$ cat config.mk
export PLATFORM = sky130hd
export DESIGN_NAME = epd_cmd_decoder
export DESIGN_NICKNAME = d
export VERILOG_FILES = /design/src/inc/epd_pkg.sv /design/src/rtl/epd_cmd_decoder.sv /design/src/rtl/epd_sync.sv
export SDC_FILE = /design/constraint.sdc
export NUM_CORES = 1
export LEC_CHECK = 0
export ABC_AREA = 1
export BUFFER_PORTS_ARGS = -buffer_cell sky130_fd_sc_hd__buf_2
export CAP_MARGIN = 10
export CORE_ASPECT_RATIO = 0.9
export CORE_UTILIZATION = 54
export DETAILED_ROUTE_END_ITERATION = 16
export PLACE_DENSITY = 0.77
export REMOVE_ABC_BUFFERS = 1
export SYNTH_ARGS = -nofsm -noshare
export SYNTH_HDL_FRONTEND = slang
export SYNTH_HIERARCHICAL = 1
export SYNTH_SLANG_ARGS = --single-unit
$ cat constraint.sdc
create_clock -name i_sys_clk -period 1.7 [get_ports i_sys_clk]
set_input_delay 0 -clock i_sys_clk [delete_from_list [all_inputs] [get_ports i_sys_clk]]
set_output_delay 0 -clock i_sys_clk [all_outputs]
set_load 0.05 [all_outputs]
$ cat src/inc/epd_pkg.sv
// Constants shared by the e-paper command decoder: codes, offsets, fields, defaults, timing.
// Assumes a 250 MHz system clock; every user writes epd_pkg::name.
package epd_pkg;

  // ----------------------------------------------------------------
  // Timing
  // ----------------------------------------------------------------
  localparam int CLK_PERIOD_NS = 4;
  localparam int SOFT_RESET_TIME_NS = 1000;
  localparam int SOFT_RESET_CYCLES = (SOFT_RESET_TIME_NS + CLK_PERIOD_NS - 1) / CLK_PERIOD_NS;
  localparam int HV_CHECK_TIME_NS = 2000;
  localparam int HV_CHECK_CYCLES = (HV_CHECK_TIME_NS + CLK_PERIOD_NS - 1) / CLK_PERIOD_NS;
  localparam int TIMER_W = 10;

  // ----------------------------------------------------------------
  // Command codes
  // ----------------------------------------------------------------
  localparam logic [7:0] CMD_DRIVER_OUTPUT = 8'h01;
  localparam logic [7:0] CMD_GATE_VOLTAGE = 8'h03;
  localparam logic [7:0] CMD_SOURCE_VOLTAGE = 8'h04;
  localparam logic [7:0] CMD_SOFT_START = 8'h0c;
  localparam logic [7:0] CMD_DEEP_SLEEP = 8'h10;
  localparam logic [7:0] CMD_DATA_ENTRY = 8'h11;
  localparam logic [7:0] CMD_SOFT_RESET = 8'h12;
  localparam logic [7:0] CMD_HIGH_VOLTAGE_CHECK = 8'h14;
  localparam logic [7:0] CMD_RAM_WRITE = 8'h24;
  localparam logic [7:0] CMD_STATUS_READ = 8'h2f;

  // ----------------------------------------------------------------
  // Defaults after power-on and soft reset (SLEEP_RST after power-on only)
  // ----------------------------------------------------------------
  localparam logic [8:0] GATE_COUNT_RST = 9'h12b;
  localparam logic [2:0] SCAN_OPTION_RST = 3'h0;
  localparam logic [4:0] GATE_HIGH_VOLTAGE_RST = 5'h15;
  localparam logic [7:0] SOURCE_HIGH_FIRST_RST = 8'h41;
  localparam logic [7:0] SOURCE_HIGH_SECOND_RST = 8'ha8;
  localparam logic [7:0] SOURCE_LOW_RST = 8'h32;
  localparam logic [31:0] SOFT_START_RST = 32'h3f858c8e;
  localparam logic [1:0] SLEEP_RST = 2'h0;
  localparam logic [2:0] DATA_ENTRY_RST = 3'h3;

  // ----------------------------------------------------------------
  // Address counter
  // ----------------------------------------------------------------
  localparam int ADDR_X_W = 8;
  localparam int ADDR_Y_W = 9;

  // ----------------------------------------------------------------
  // Register byte offsets
  // ----------------------------------------------------------------
  localparam logic [4:0] REG_STATUS = 5'h00;
  localparam logic [4:0] REG_CONTROL = 5'h04;
  localparam logic [4:0] REG_GATE_SETUP = 5'h08;
  localparam logic [4:0] REG_VOLTAGE = 5'h0c;
  localparam logic [4:0] REG_SOFT_START = 5'h10;
  localparam logic [4:0] REG_ENTRY = 5'h14;
  localparam logic [4:0] REG_ADDRESS = 5'h18;

  // ----------------------------------------------------------------
  // Field positions
  // ----------------------------------------------------------------
  localparam int STS_BUSY_BIT = 0;
  localparam int STS_HV_OK_BIT = 1;
  localparam int STS_SOFT_RESET_BIT = 2;
  localparam int STS_HV_CHECK_BIT = 3;
  localparam int STS_SLEEP_LSB = 4;
  localparam int CTL_CLOCK_ENABLE_BIT = 0;
  localparam int CTL_ANALOG_ENABLE_BIT = 1;
  localparam int GATE_SCAN_LSB = 16;
  localparam int VOLT_FIRST_LSB = 8;
  localparam int VOLT_SECOND_LSB = 16;
  localparam int VOLT_LOW_LSB = 24;
  localparam int ADDR_Y_LSB = 16;
  localparam int SPI_STS_HV_OK_BIT = 0;

  // ----------------------------------------------------------------
  // Sequencer states
  // ----------------------------------------------------------------
  typedef enum logic [2:0] {
    EPD_IDLE = 3'b001,
    EPD_SOFT_RESET = 3'b010,
    EPD_HV_CHECK = 3'b100
  } epd_state_t;

endpackage

$ cat src/rtl/epd_cmd_decoder.sv
// Command decoder of an e-paper display controller: 4-wire serial intake,
// parameter storage, soft reset and high-voltage check sequencing, Avalon-MM registers.
// Assumes serial pins are asynchronous to i_sys_clk and the serial clock is far slower.
//
// Added by the designer: the placing of the registers and the Avalon-MM register port.
`timescale 1ns/1ns

// Functional notes
// - Command 01h takes gate count low byte, ninth bit, then 3-bit scan option.
// - Command 03h stores 5-bit gate voltage code, default 15h.
// - Command 04h stores first, second positive and negative source codes: 41h, A8h, 32h.
// - Command 10h stores sleep field: 00 normal, 01 sleep one, 11 sleep two.
// - Sleep field is 00 after power-on.
// - Command 11h stores 3-bit data entry field, default 3h.
// - Entry bits 1:0 pick Y and X step direction independently.
// - Each RAM data write steps the address along X, or Y when entry bit 2 set.
// - Command 12h restores every parameter default except the sleep field.
// - Busy is high while the soft reset runs.
// - Soft reset leaves display RAM contents alone.
// - Command 14h starts the high-voltage check; busy stays high until done.
// - Check result sits in a status bit readable by command 2Fh.
// - Byte with data/command low is a command; following high bytes are parameters.
module epd_cmd_decoder (
  input wire logic i_sys_clk,
  input wire logic i_sys_rst,
  input wire logic i_clk_en,
  input wire logic [4:0] i_avs_address,
  input wire logic i_avs_read,
  input wire logic i_avs_write,
  input wire logic [31:0] i_avs_writedata,
  input wire logic [3:0] i_avs_byteenable,
  output logic [31:0] o_avs_readdata,
  output logic o_avs_waitrequest,
  input wire logic i_spi_sclk,
  input wire logic i_spi_cs_n,
  input wire logic i_spi_dc,
  input wire logic i_spi_sda,
  output logic o_spi_sda,
  output logic o_spi_sda_oe,
  input wire logic i_hv_ready,
  output logic o_busy,
  output logic o_ram_we,
  output logic [7:0] o_ram_wdata,
  output logic [1:0] o_sleep_mode
);

  // ----------------------------------------------------------------
  // Pin synchronisation and serial clock edges
  // ----------------------------------------------------------------
  logic sclk_s, cs_n_s, dc_s, sda_s, hv_ready_s;
  logic sclk_d_q;
  logic sclk_rise, sclk_fall;

  epd_sync #(.WIDTH(5)) u_sync (
    .i_sys_clk(i_sys_clk),
    .i_sys_rst(i_sys_rst),
    .i_clk_en(i_clk_en),
    .i_async({i_spi_sclk, i_spi_cs_n, i_spi_dc, i_spi_sda, i_hv_ready}),
    .o_sync({sclk_s, cs_n_s, dc_s, sda_s, hv_ready_s})
  );

  always_ff @(posedge i_sys_clk)
  begin
    if (i_sys_rst)
      sclk_d_q <= 1'b0;
    else if (i_clk_en)
      sclk_d_q <= sclk_s;
  end

  assign sclk_rise = sclk_s & ~sclk_d_q;
  assign sclk_fall = ~sclk_s & sclk_d_q;

  // ----------------------------------------------------------------
  // Byte intake
  // ----------------------------------------------------------------
  logic [2:0] bit_cnt_q;
  logic [7:0] shift_q;
  logic byte_vld_q, byte_dc_q;

  always_ff @(posedge i_sys_clk)
  begin
    if (i_sys_rst)
    begin
      bit_cnt_q <= 3'h0;
      shift_q <= 8'h00;
      byte_vld_q <= 1'b0;
      byte_dc_q <= 1'b0;
    end
    else if (i_clk_en)
    begin
      byte_vld_q <= 1'b0;
      if (cs_n_s)
        bit_cnt_q <= 3'h0;
      else if (sclk_rise)
      begin
        shift_q <= {shift_q[6:0], sda_s};
        if (bit_cnt_q == 3'h7)
        begin
          bit_cnt_q <= 3'h0;
          byte_vld_q <= 1'b1;
          byte_dc_q <= dc_s;
        end
        else
          bit_cnt_q <= bit_cnt_q + 3'h1;
      end
    end
  end

  // ----------------------------------------------------------------
  // Sequencer for soft reset and high-voltage check
  // ----------------------------------------------------------------
  epd_pkg::epd_state_t state_q;
  logic [epd_pkg::TIMER_W-1:0] timer_q;
  logic hv_ok_q;
  logic clock_enable_flag_q, analog_enable_flag_q;
  logic cmd_take, data_take, soft_reset_start;

  // Bytes during busy are dropped, since the host must stay quiet then
  assign cmd_take = byte_vld_q & ~byte_dc_q & (state_q == epd_pkg::EPD_IDLE);
  assign data_take = byte_vld_q & byte_dc_q & (state_q == epd_pkg::EPD_IDLE);
  assign soft_reset_start = cmd_take & (shift_q == epd_pkg::CMD_SOFT_RESET);

  always_ff @(posedge i_sys_clk)
  begin
    if (i_sys_rst)
    begin
      state_q <= epd_pkg::EPD_IDLE;
      timer_q <= '0;
      hv_ok_q <= 1'b0;
      o_busy <= 1'b0;
    end
    else if (i_clk_en)
    begin
      unique case (state_q)
        epd_pkg::EPD_IDLE:
        begin
          if (soft_reset_start)
          begin
            state_q <= epd_pkg::EPD_SOFT_RESET;
            timer_q <= epd_pkg::TIMER_W'(epd_pkg::SOFT_RESET_CYCLES - 1);
            o_busy <= 1'b1;
          end
          else if (cmd_take && shift_q == epd_pkg::CMD_HIGH_VOLTAGE_CHECK)
          begin
            state_q <= epd_pkg::EPD_HV_CHECK;
            timer_q <= epd_pkg::TIMER_W'(epd_pkg::HV_CHECK_CYCLES - 1);
            hv_ok_q <= 1'b0;
            o_busy <= 1'b1;
          end
        end
        epd_pkg::EPD_SOFT_RESET:
        begin
          if (timer_q == '0)
          begin
            state_q <= epd_pkg::EPD_IDLE;
            o_busy <= 1'b0;
          end
          else
            timer_q <= timer_q - 1'b1;
        end
        epd_pkg::EPD_HV_CHECK:
        begin
          if (timer_q == '0)
          begin
            state_q <= epd_pkg::EPD_IDLE;
            o_busy <= 1'b0;
            // Without both enables the analog side is off, so the check fails
            hv_ok_q <= hv_ready_s & clock_enable_flag_q & analog_enable_flag_q;
          end
          else
            timer_q <= timer_q - 1'b1;
        end
        default:
        begin
          state_q <= epd_pkg::EPD_IDLE;
          o_busy <= 1'b0;
        end
      endcase
    end
  end

  // ----------------------------------------------------------------
  // Command and parameter slot tracking
  // ----------------------------------------------------------------
  logic [7:0] cmd_q;
  logic [2:0] slot_q;

  always_ff @(posedge i_sys_clk)
  begin
    if (i_sys_rst)
    begin
      cmd_q <= 8'h00;
      slot_q <= 3'h0;
    end
    else if (i_clk_en)
    begin
      if (cmd_take)
      begin
        cmd_q <= shift_q;
        slot_q <= 3'h0;
      end
      else if (data_take && slot_q != 3'h7)
        slot_q <= slot_q + 3'h1;
    end
  end

  // ----------------------------------------------------------------
  // Parameter storage
  // ----------------------------------------------------------------
  logic [8:0] gate_count_q;
  logic [2:0] scan_option_q;
  logic [4:0] gate_high_voltage_q;
  logic [7:0] source_high_voltage_first_q, source_high_voltage_second_q, source_low_voltage_q;
  logic [31:0] soft_start_q;
  logic [2:0] data_entry_q;

  always_ff @(posedge i_sys_clk)
  begin
    if (i_sys_rst || (i_clk_en && soft_reset_start))
    begin
      gate_count_q <= epd_pkg::GATE_COUNT_RST;
      scan_option_q <= epd_pkg::SCAN_OPTION_RST;
      gate_high_voltage_q <= epd_pkg::GATE_HIGH_VOLTAGE_RST;
      source_high_voltage_first_q <= epd_pkg::SOURCE_HIGH_FIRST_RST;
      source_high_voltage_second_q <= epd_pkg::SOURCE_HIGH_SECOND_RST;
      source_low_voltage_q <= epd_pkg::SOURCE_LOW_RST;
      soft_start_q <= epd_pkg::SOFT_START_RST;
      data_entry_q <= epd_pkg::DATA_ENTRY_RST;
    end
    else if (i_clk_en && data_take)
    begin
      case (cmd_q)
        epd_pkg::CMD_DRIVER_OUTPUT:
        begin
          if (slot_q == 3'h0)
            gate_count_q[7:0] <= shift_q;
          else if (slot_q == 3'h1)
            gate_count_q[8] <= shift_q[0];
          else if (slot_q == 3'h2)
            scan_option_q <= shift_q[2:0];
        end
        epd_pkg::CMD_GATE_VOLTAGE:
        begin
          if (slot_q == 3'h0)
            gate_high_voltage_q <= shift_q[4:0];
        end
        epd_pkg::CMD_SOURCE_VOLTAGE:
        begin
          if (slot_q == 3'h0)
            source_high_voltage_first_q <= shift_q;
          else if (slot_q == 3'h1)
            source_high_voltage_second_q <= shift_q;
          else if (slot_q == 3'h2)
            source_low_voltage_q <= shift_q;
        end
        epd_pkg::CMD_SOFT_START:
        begin
          if (slot_q[2] == 1'b0)
            soft_start_q[{slot_q[1:0], 3'h0} +: 8] <= shift_q;
        end
        epd_pkg::CMD_DATA_ENTRY:
        begin
          if (slot_q == 3'h0)
            data_entry_q <= shift_q[2:0];
        end
        default:
        begin
        end
      endcase
    end
  end

  // Sleep survives the soft reset, so it is kept apart
  always_ff @(posedge i_sys_clk)
  begin
    if (i_sys_rst)
      o_sleep_mode <= epd_pkg::SLEEP_RST;
    else if (i_clk_en && data_take && cmd_q == epd_pkg::CMD_DEEP_SLEEP && slot_q == 3'h0)
      o_sleep_mode <= shift_q[1:0];
  end

  // ----------------------------------------------------------------
  // RAM write path and address counter
  // ----------------------------------------------------------------
  logic [epd_pkg::ADDR_X_W-1:0] addr_x_q;
  logic [epd_pkg::ADDR_Y_W-1:0] addr_y_q;
  logic ram_take, bus_wr;

  assign ram_take = data_take & (cmd_q == epd_pkg::CMD_RAM_WRITE);

  // The counter is not touched by soft reset: it belongs to the RAM side
  always_ff @(posedge i_sys_clk)
  begin
    if (i_sys_rst)
    begin
      addr_x_q <= '0;
      addr_y_q <= '0;
    end
    else if (i_clk_en)
    begin
      if (bus_wr && i_avs_address == epd_pkg::REG_ADDRESS)
      begin
        if (i_avs_byteenable[0])
          addr_x_q <= i_avs_writedata[epd_pkg::ADDR_X_W-1:0];
        if (i_avs_byteenable[2])
          addr_y_q[7:0] <= i_avs_writedata[epd_pkg::ADDR_Y_LSB +: 8];
        if (i_avs_byteenable[3])
          addr_y_q[8] <= i_avs_writedata[epd_pkg::ADDR_Y_LSB + 8];
      end
      else if (ram_take)
      begin
        if (!data_entry_q[2])
          addr_x_q <= data_entry_q[0] ? addr_x_q + 1'b1 : addr_x_q - 1'b1;
        else
          addr_y_q <= data_entry_q[1] ? addr_y_q + 1'b1 : addr_y_q - 1'b1;
      end
    end
  end

  // Only the RAM write strobe and its data byte leave here; soft reset never raises the strobe
  always_ff @(posedge i_sys_clk)
  begin
    if (i_sys_rst)
    begin
      o_ram_we <= 1'b0;
      o_ram_wdata <= 8'h00;
    end
    else if (i_clk_en)
    begin
      o_ram_we <= ram_take;
      if (ram_take)
        o_ram_wdata <= shift_q;
    end
  end

  // ----------------------------------------------------------------
  // Status read shift-out
  // ----------------------------------------------------------------
  logic [7:0] tx_q;
  logic tx_started_q;

  always_ff @(posedge i_sys_clk)
  begin
    if (i_sys_rst)
    begin
      tx_q <= 8'h00;
      tx_started_q <= 1'b0;
      o_spi_sda_oe <= 1'b0;
    end
    else if (i_clk_en)
    begin
      if (cs_n_s)
        o_spi_sda_oe <= 1'b0;
      else if (cmd_take && shift_q == epd_pkg::CMD_STATUS_READ)
      begin
        tx_q <= 8'h00;
        tx_q[epd_pkg::SPI_STS_HV_OK_BIT] <= hv_ok_q;
        tx_started_q <= 1'b0;
        o_spi_sda_oe <= 1'b1;
      end
      else if (o_spi_sda_oe)
      begin
        if (sclk_rise)
          tx_started_q <= 1'b1;
        // The first falling edge would come before the host sampled D7
        if (sclk_fall && tx_started_q)
          tx_q <= {tx_q[6:0], 1'b0};
        if (byte_vld_q)
          o_spi_sda_oe <= 1'b0;
      end
    end
  end

  always_ff @(posedge i_sys_clk)
  begin
    if (i_sys_rst)
      o_spi_sda <= 1'b0;
    else if (i_clk_en)
      o_spi_sda <= tx_q[7];
  end

  // ----------------------------------------------------------------
  // Avalon-MM slave
  // ----------------------------------------------------------------
  logic [31:0] rd_mux;

  assign bus_wr = i_avs_write & ~o_avs_waitrequest;

  always_comb
  begin
    rd_mux = 32'h0000_0000;
    case (i_avs_address)
      epd_pkg::REG_STATUS:
      begin
        rd_mux[epd_pkg::STS_BUSY_BIT] = o_busy;
        rd_mux[epd_pkg::STS_HV_OK_BIT] = hv_ok_q;
        rd_mux[epd_pkg::STS_SOFT_RESET_BIT] = (state_q == epd_pkg::EPD_SOFT_RESET);
        rd_mux[epd_pkg::STS_HV_CHECK_BIT] = (state_q == epd_pkg::EPD_HV_CHECK);
        rd_mux[epd_pkg::STS_SLEEP_LSB +: 2] = o_sleep_mode;
      end
      epd_pkg::REG_CONTROL:
      begin
        rd_mux[epd_pkg::CTL_CLOCK_ENABLE_BIT] = clock_enable_flag_q;
        rd_mux[epd_pkg::CTL_ANALOG_ENABLE_BIT] = analog_enable_flag_q;
      end
      epd_pkg::REG_GATE_SETUP:
      begin
        rd_mux[8:0] = gate_count_q;
        rd_mux[epd_pkg::GATE_SCAN_LSB +: 3] = scan_option_q;
      end
      epd_pkg::REG_VOLTAGE:
      begin
        rd_mux[4:0] = gate_high_voltage_q;
        rd_mux[epd_pkg::VOLT_FIRST_LSB +: 8] = source_high_voltage_first_q;
        rd_mux[epd_pkg::VOLT_SECOND_LSB +: 8] = source_high_voltage_second_q;
        rd_mux[epd_pkg::VOLT_LOW_LSB +: 8] = source_low_voltage_q;
      end
      epd_pkg::REG_SOFT_START: rd_mux = soft_start_q;
      epd_pkg::REG_ENTRY: rd_mux[2:0] = data_entry_q;
      epd_pkg::REG_ADDRESS:
      begin
        rd_mux[epd_pkg::ADDR_X_W-1:0] = addr_x_q;
        rd_mux[epd_pkg::ADDR_Y_LSB +: epd_pkg::ADDR_Y_W] = addr_y_q;
      end
      default: rd_mux = 32'h0000_0000;
    endcase
  end

  // One wait cycle per access; the answer edge is the one with waitrequest low
  always_ff @(posedge i_sys_clk)
  begin
    if (i_sys_rst)
    begin
      o_avs_waitrequest <= 1'b1;
      o_avs_readdata <= 32'h0000_0000;
    end
    else if (i_clk_en)
    begin
      if ((i_avs_read || i_avs_write) && o_avs_waitrequest)
      begin
        o_avs_waitrequest <= 1'b0;
        o_avs_readdata <= i_avs_read ? rd_mux : 32'h0000_0000;
      end
      else
        o_avs_waitrequest <= 1'b1;
    end
  end

  always_ff @(posedge i_sys_clk)
  begin
    if (i_sys_rst)
    begin
      clock_enable_flag_q <= 1'b0;
      analog_enable_flag_q <= 1'b0;
    end
    else if (i_clk_en && bus_wr && i_avs_address == epd_pkg::REG_CONTROL && i_avs_byteenable[0])
    begin
      clock_enable_flag_q <= i_avs_writedata[epd_pkg::CTL_CLOCK_ENABLE_BIT];
      analog_enable_flag_q <= i_avs_writedata[epd_pkg::CTL_ANALOG_ENABLE_BIT];
    end
  end

endmodule // epd_cmd_decoder

$ cat src/rtl/epd_sync.sv
// Two-stage synchroniser for a group of asynchronous levels.
// Assumes each bit is an independent level; no bus coherence is implied.
`timescale 1ns/1ns
module epd_sync #(
  parameter int WIDTH = 1
) (
  input wire logic i_sys_clk,
  input wire logic i_sys_rst,
  input wire logic i_clk_en,
  input wire logic [WIDTH-1:0] i_async,
  output logic [WIDTH-1:0] o_sync
);

  logic [WIDTH-1:0] meta_q;

  // The first stage feeds only the second stage
  always_ff @(posedge i_sys_clk)
  begin
    if (i_sys_rst)
    begin
      meta_q <= '0;
      o_sync <= '0;
    end
    else if (i_clk_en)
    begin
      meta_q <= i_async;
      o_sync <= meta_q;
    end
  end

endmodule // epd_sync

# After elaboration in Yosys (flattened, before gate mapping)
# Index checks and enable logic that the tools add are counted.
# classes
add_sub_neg,8
n_eq_ne,33
shift,2
muxes,58
n_bitwise,19
n_reduce_logical,52
# ops
operator,count
two-way mux 8 bit,9
two-way mux 9 bit,4
AND reduction 4 bit,9
bitwise mux 32 bit,1
"equality test 8 x 5 -> 1 bit, second input constant",4
two-way mux 32 bit,1
"variable shift 8 x 7 -> 32 bit, first input constant",1
indexed part select 8 x 7 -> 32 bit,1
two-way mux 10 bit,3
one-hot mux 7 bit (2 select lines),2
two-way mux 3 bit,8
AND reduction 3 bit,7
one-hot mux 10 bit (2 select lines),1
two-way mux 1 bit,18
one-hot mux 6 bit (3 select lines),1
nonzero test 2 bit,9
"equality test 8 x 6 -> 1 bit, second input constant",2
"equality test 5 bit, second input constant",3
AND reduction 5 bit,3
one-hot mux 2 bit (7 select lines),1
logical AND 1 bit,13
"inequality test 2 bit, second input constant",6
one-hot mux 3 bit (4 select lines),1
bitwise AND 1 bit,11
other kinds (33),53
# totals
register_bits,200
input_bits,51
word_cells,208

# Longest topological paths before layout
# logic_depth
depth_word,7
ltp_mapped,12
depth_no_buf,12

# Cells and area by module
# The synthesis kept the hierarchy.
# modules_own_cells
module,instances,cells_each,area_per_inst_um2
epd_cmd_decoder,1,1396,9628.0
epd_sync,1,63,419.2

# Worst setup path before layout
# No wires, ideal clock.
# synth_path
kind,register to register
startpoint,register slot_q[0]
endpoint,register source_low_voltage_q[5]
arrival_ns,1.769
t_required_ns,1.576
setup_slack_ns,-0.193
path_stages_with_launch,11
n_path_buf,2
period_less_slack_ns,1.893
path_cell_list,dfxtp_1 clkbuf_1 inv_1 ha_1 inv_1 o21ai_1 nor2_2 nand3_4 buf_4 a21oi_1 o21ai_0
# synth_between
elab_chain_cells,3
elab_cells_between_ends,6
classes_between,eq/ne (2); bitwise (2); reduce/logical (2)
# synth_lines
item,line_no,text
"start, declared",epd_cmd_decoder.sv:186,logic [2:0] slot_q;
"start signal, assigned",epd_cmd_decoder.sv:203,slot_q <= slot_q + 3'h1;
equality test 3 x 1 -> 1 bit / logical NOT 3 bit (equally long branches),"epd_cmd_decoder.sv:251, epd_cmd_decoder.sv:249",
NOT 1 bit (no source line),--,
AND reduction 5 bit (no source line) *,--,
"end signal, assigned",epd_cmd_decoder.sv:226,source_low_voltage_q <= epd_pkg::SOURCE_LOW_RST;
"end signal, assigned",epd_cmd_decoder.sv:254,source_low_voltage_q <= shift_q;
"end, declared",epd_cmd_decoder.sv:213,"logic [7:0] source_high_voltage_first_q, source_high_voltage_second_q, source_low_voltage_q;"
# Mark *: on every way between the ends. The rest lies on a longest branch, timed or not.
# A chain may end at the register's enable or synchronous reset.

# Worst setup path after layout
# layout_path
startpoint,register cmd_q[7]
endpoint,register soft_start_q[25]
# layout_between
elab_chain_cells,2
# layout_lines
item,line_no,text
"start, declared",epd_cmd_decoder.sv:185,logic [7:0] cmd_q;
"start signal, assigned",epd_cmd_decoder.sv:199,cmd_q <= shift_q;
equality test 8 x 4 -> 1 bit,epd_cmd_decoder.sv:232,case (cmd_q)
AND reduction 3 bit (no source line),--,
"end signal, assigned",epd_cmd_decoder.sv:227,soft_start_q <= epd_pkg::SOFT_START_RST;
"end signal, assigned by index",epd_cmd_decoder.sv:259,"soft_start_q[{slot_q[1:0], 3'h0} +: 8] <= shift_q;"
"end, declared",epd_cmd_decoder.sv:214,logic [31:0] soft_start_q;
# No other way between the ends.

==> flow_metrics.env <==
export IMPL_status="finished with violations"
export IMPL_failed_checks="negative setup slack"
export IMPL_via_count=10234
export IMPL_die_x_um=145.8
export IMPL_r2r_end="soft_start_q[25]"
export IMPL_cts_root_buf="clkbuf_16"
export IMPL_routedWlPerCell_um=15.71
export IMPL_vias_per_cell=5.449
export IMPL_cts_buffers=17
export IMPL_hp_start="i_avs_read"
export IMPL_grt_max_degree=52
export IMPL_finalWorstSetupSlack_ns=-0.02392
export IMPL_dp_hpwl_um=20130
export IMPL_n_antenna_cell=0
export IMPL_antenna_found_initial=0
export IMPL_period_share_pct=101.4
export IMPL_hold_violations=0
export IMPL_wirelength_um=29500
export IMPL_leakagePower_nw=5.683
export IMPL_period_minus_slack_ns=1.724
export IMPL_first_iter_violations=868
export IMPL_cp_data_required_time_ns=2.00
export IMPL_min_path_type="input pin to flop"
export IMPL_die_area_um2=19160
export IMPL_grt_overflow=0
export IMPL_ant_nets=0
export IMPL_cts_tree="yes"
export IMPL_whs_path_depth=4
export IMPL_first_pass_iters=9
export IMPL_fmax_ghz=0.5801
export IMPL_htreeDepth=4
export IMPL_r2r_start="cmd_q[7]"
export IMPL_cts_clk_slew_worst_paths_ns=0.08
export IMPL_setup_viol=2
export IMPL_die_y_um=131.4
export IMPL_place_area_um2=11140
export IMPL_syn_area_um2=10050
export IMPL_fin_nets=1700
export IMPL_fin_skew_ns=0.01159
export IMPL_rr_worst_depth=8
export IMPL_layout_drive_gt1_share_pct=19.72
export IMPL_grt_use_total_pct=29.17
export IMPL_maxSlewHeadroom_pct=70.01
export IMPL_rsz0062_at_grt="yes"
export IMPL_ios=98
export IMPL_area_delta_synth_final_pct=24.82
export IMPL_row_count=46
export IMPL_fin_setup_tns_ns=-0.04256
export IMPL_clk_path_buf_depth=2
export IMPL_min_to="o_avs_waitrequest"
export IMPL_worst_pin_slew_ns=0.4485
export IMPL_start_util_pct=56.13
export IMPL_netlist_instances=1459
export IMPL_clock_latency_ns=0.44
export IMPL_syn_avg_cell_area_um2=6.886
export IMPL_core_area_um2=17900
export IMPL_place_ws_ns=-0.04578
export IMPL_ys_seq_area_share_pct=39.85
export IMPL_ys_seq_elements=200
export IMPL_synth_enable_flop_cells=0
export IMPL_clock_sinks=200
export IMPL_final_area_um2=12540
export IMPL_r2r_slack_ns=-0.02
export IMPL_synthArstFlopShare_pct=0
export IMPL_cp_arrival_ns=2.02
export IMPL_grt_pass1_wl_um=45000
export IMPL_ys_flop_type="dfxtp_1"
export IMPL_port_buffers=81
export IMPL_yosysUniqueCellTypes=45
export IMPL_irDropWorstVdd_mv=0.9198
export IMPL_maxSlewViolCount=0
export IMPL_p_total_mw=10.30
export IMPL_start_kind="flop"
export IMPL_drv_cap=0
export IMPL_yosys_warnings=6
export IMPL_fin_hold_ws_ns=0.001123
export IMPL_p_per_area_nw_per_um2=821.1
export IMPL_routabilityCongestion=0.8974
export IMPL_critical_path_peak_fanout=7
export IMPL_cp_end_kind="flop"
export IMPL_crit_type="flop to flop"
export IMPL_drc=0
export IMPL_n_fill_cell=1487
export IMPL_first_global_vias=9119
where the power goes:
part	switching, mW	internal, mW
clock network	1.83	2.85
logic	0.532	0.294
registers	0.0506	4.74
total	2.41	7.89
cells by family after synthesis:
logic type                 Yosys count  share of synthesized area [%]
xor gates and xnor gates             9                         0.7846
and+or+nand+nor                    738                          32.22
DFF                                200                          39.85
AOI/OAI and AO/OA                  272                          15.16
buffers and inverters              216                          8.854
adders and majority gates           24                          3.138
critical path, cell delays in order (launching register included):
cell and delay [ns]:
dfxtp_1 0.34, nor2_4 0.15, nand3_4 0.12, nor4_4 0.28, buf_6 0.17, nand3_2 0.12, buf_4 0.19, nand2_1 0.09
nand3_1 0.11
placed cells by master (no fill, tap or decap), drive strengths merged, types with 5 or more instances in the layout:
cell type      n
a21oi        122
buf          181
clkbuf        22
nand4         17
a211oi         8
nor2         201
ha            22
nand2        401
a32oi          9
dfxtp        200
xor2           6
inv          158
bufinv         6
o21ai        105
dlygate4sd3   23
nand3         88
nor3          26
o21a           5
o211ai        17
Yosys cell counts, types with 2 or more instances:
cell        n  area (um^2)
nand2_1   387         1453
dfxtp_1   200         4004
nor2_1    180        675.7
inv_1     151        566.8
a21oi_1   122        610.6
o21ai_0    90        450.4
nand3_1    77        385.4
buf_2      25        125.1
nor3_1     24        120.1
ha_1       22        275.3
clkbuf_1   21        78.83
nand4_1    17        106.4
o211ai_1   17        127.6
o21ai_1    14        70.07
nor2_2     13        81.33
a32oi_1     9        78.83
nand2_2     9        56.30
nand3_2     7        70.07
nor2_4      7        78.83
buf_4       6        45.04
xor2_1      6        52.55
a211oi_2    5        62.56
inv_2       5        18.77
nand2_4     5        56.30
o21a_1      5        37.54
a211oi_1    3        22.52
buf_1       3        11.26
buf_6       3        33.78
nand3_4     3        52.55
xnor2_1     3        26.28
a21boi_0    2        15.01
fa_1        2        40.04
nand3b_1    2        15.01
o311ai_0    2        17.52
or2_2       2        12.51
worst max path at each step:
stage / startpoint / end
global placement: data_entry_q[1] / addr_y_q[8]
CTS: state_q[1] / source_high_voltage_first_q[1]
finish: cmd_q[7] / soft_start_q[25]
detailed placement: data_entry_q[1] / addr_y_q[8]
floorplan: slot_q[0] / source_low_voltage_q[1]
global route: cmd_q[7] / soft_start_q[25]
what timing repair did:
action,CTS,global route
setup buffers,0,18
setup endpoints to repair,10,102
hold buffers,23,0
gates resized for setup,6,67
pin swaps,0,22
gates cloned,0,2
endpoints found under the hold margin,23,0
state kept, by name (all words and copies together) (netlist names), 8 cells and up:
register                      count
addr_x_q                          8
addr_y_q                          9
cmd_q                             8
gate_count_q                      9
o_avs_readdata                   32
o_ram_wdata                       8
shift_q                           8
soft_start_q                     32
source_high_voltage_first_q       8
source_high_voltage_second_q      8
source_low_voltage_q              8
timer_q                          10
tx_q                              8
cell type report:
type                       instances  area [um^2]  area share, %
clock inverter                    10        212.7          1.696
sequential                       200         4008          31.96
clock buffer                      22        464.2          3.701
tap                              240        300.3          2.394
multi-input combinational       1044         5477          43.67
timing repair buffer             204         1473          11.74
inverter                         158        606.8          4.839
per-stage QoR:
step	util, %	instances
2_1_floorplan	-	1401
3_3_place_gp	62.22	1804
3_5_place_dp	62.22	1804
4_1_cts	67.38	1859
5_1_grt	70.06	1878
6_report	70.06	1878
layer usage:
metal | track usage [%] | routed length [um] | vias up
li1 | - | - | 5056
met1 | 41.18 | 13000 | 4753
met2 | 46.97 | 13740 | 372
met3 | 4.583 | 2262 | 53
met4 | 5.789 | 500 | 0
met5 | 0 | 0 | -
Note: power is estimated with default switching activity, not from simulation.
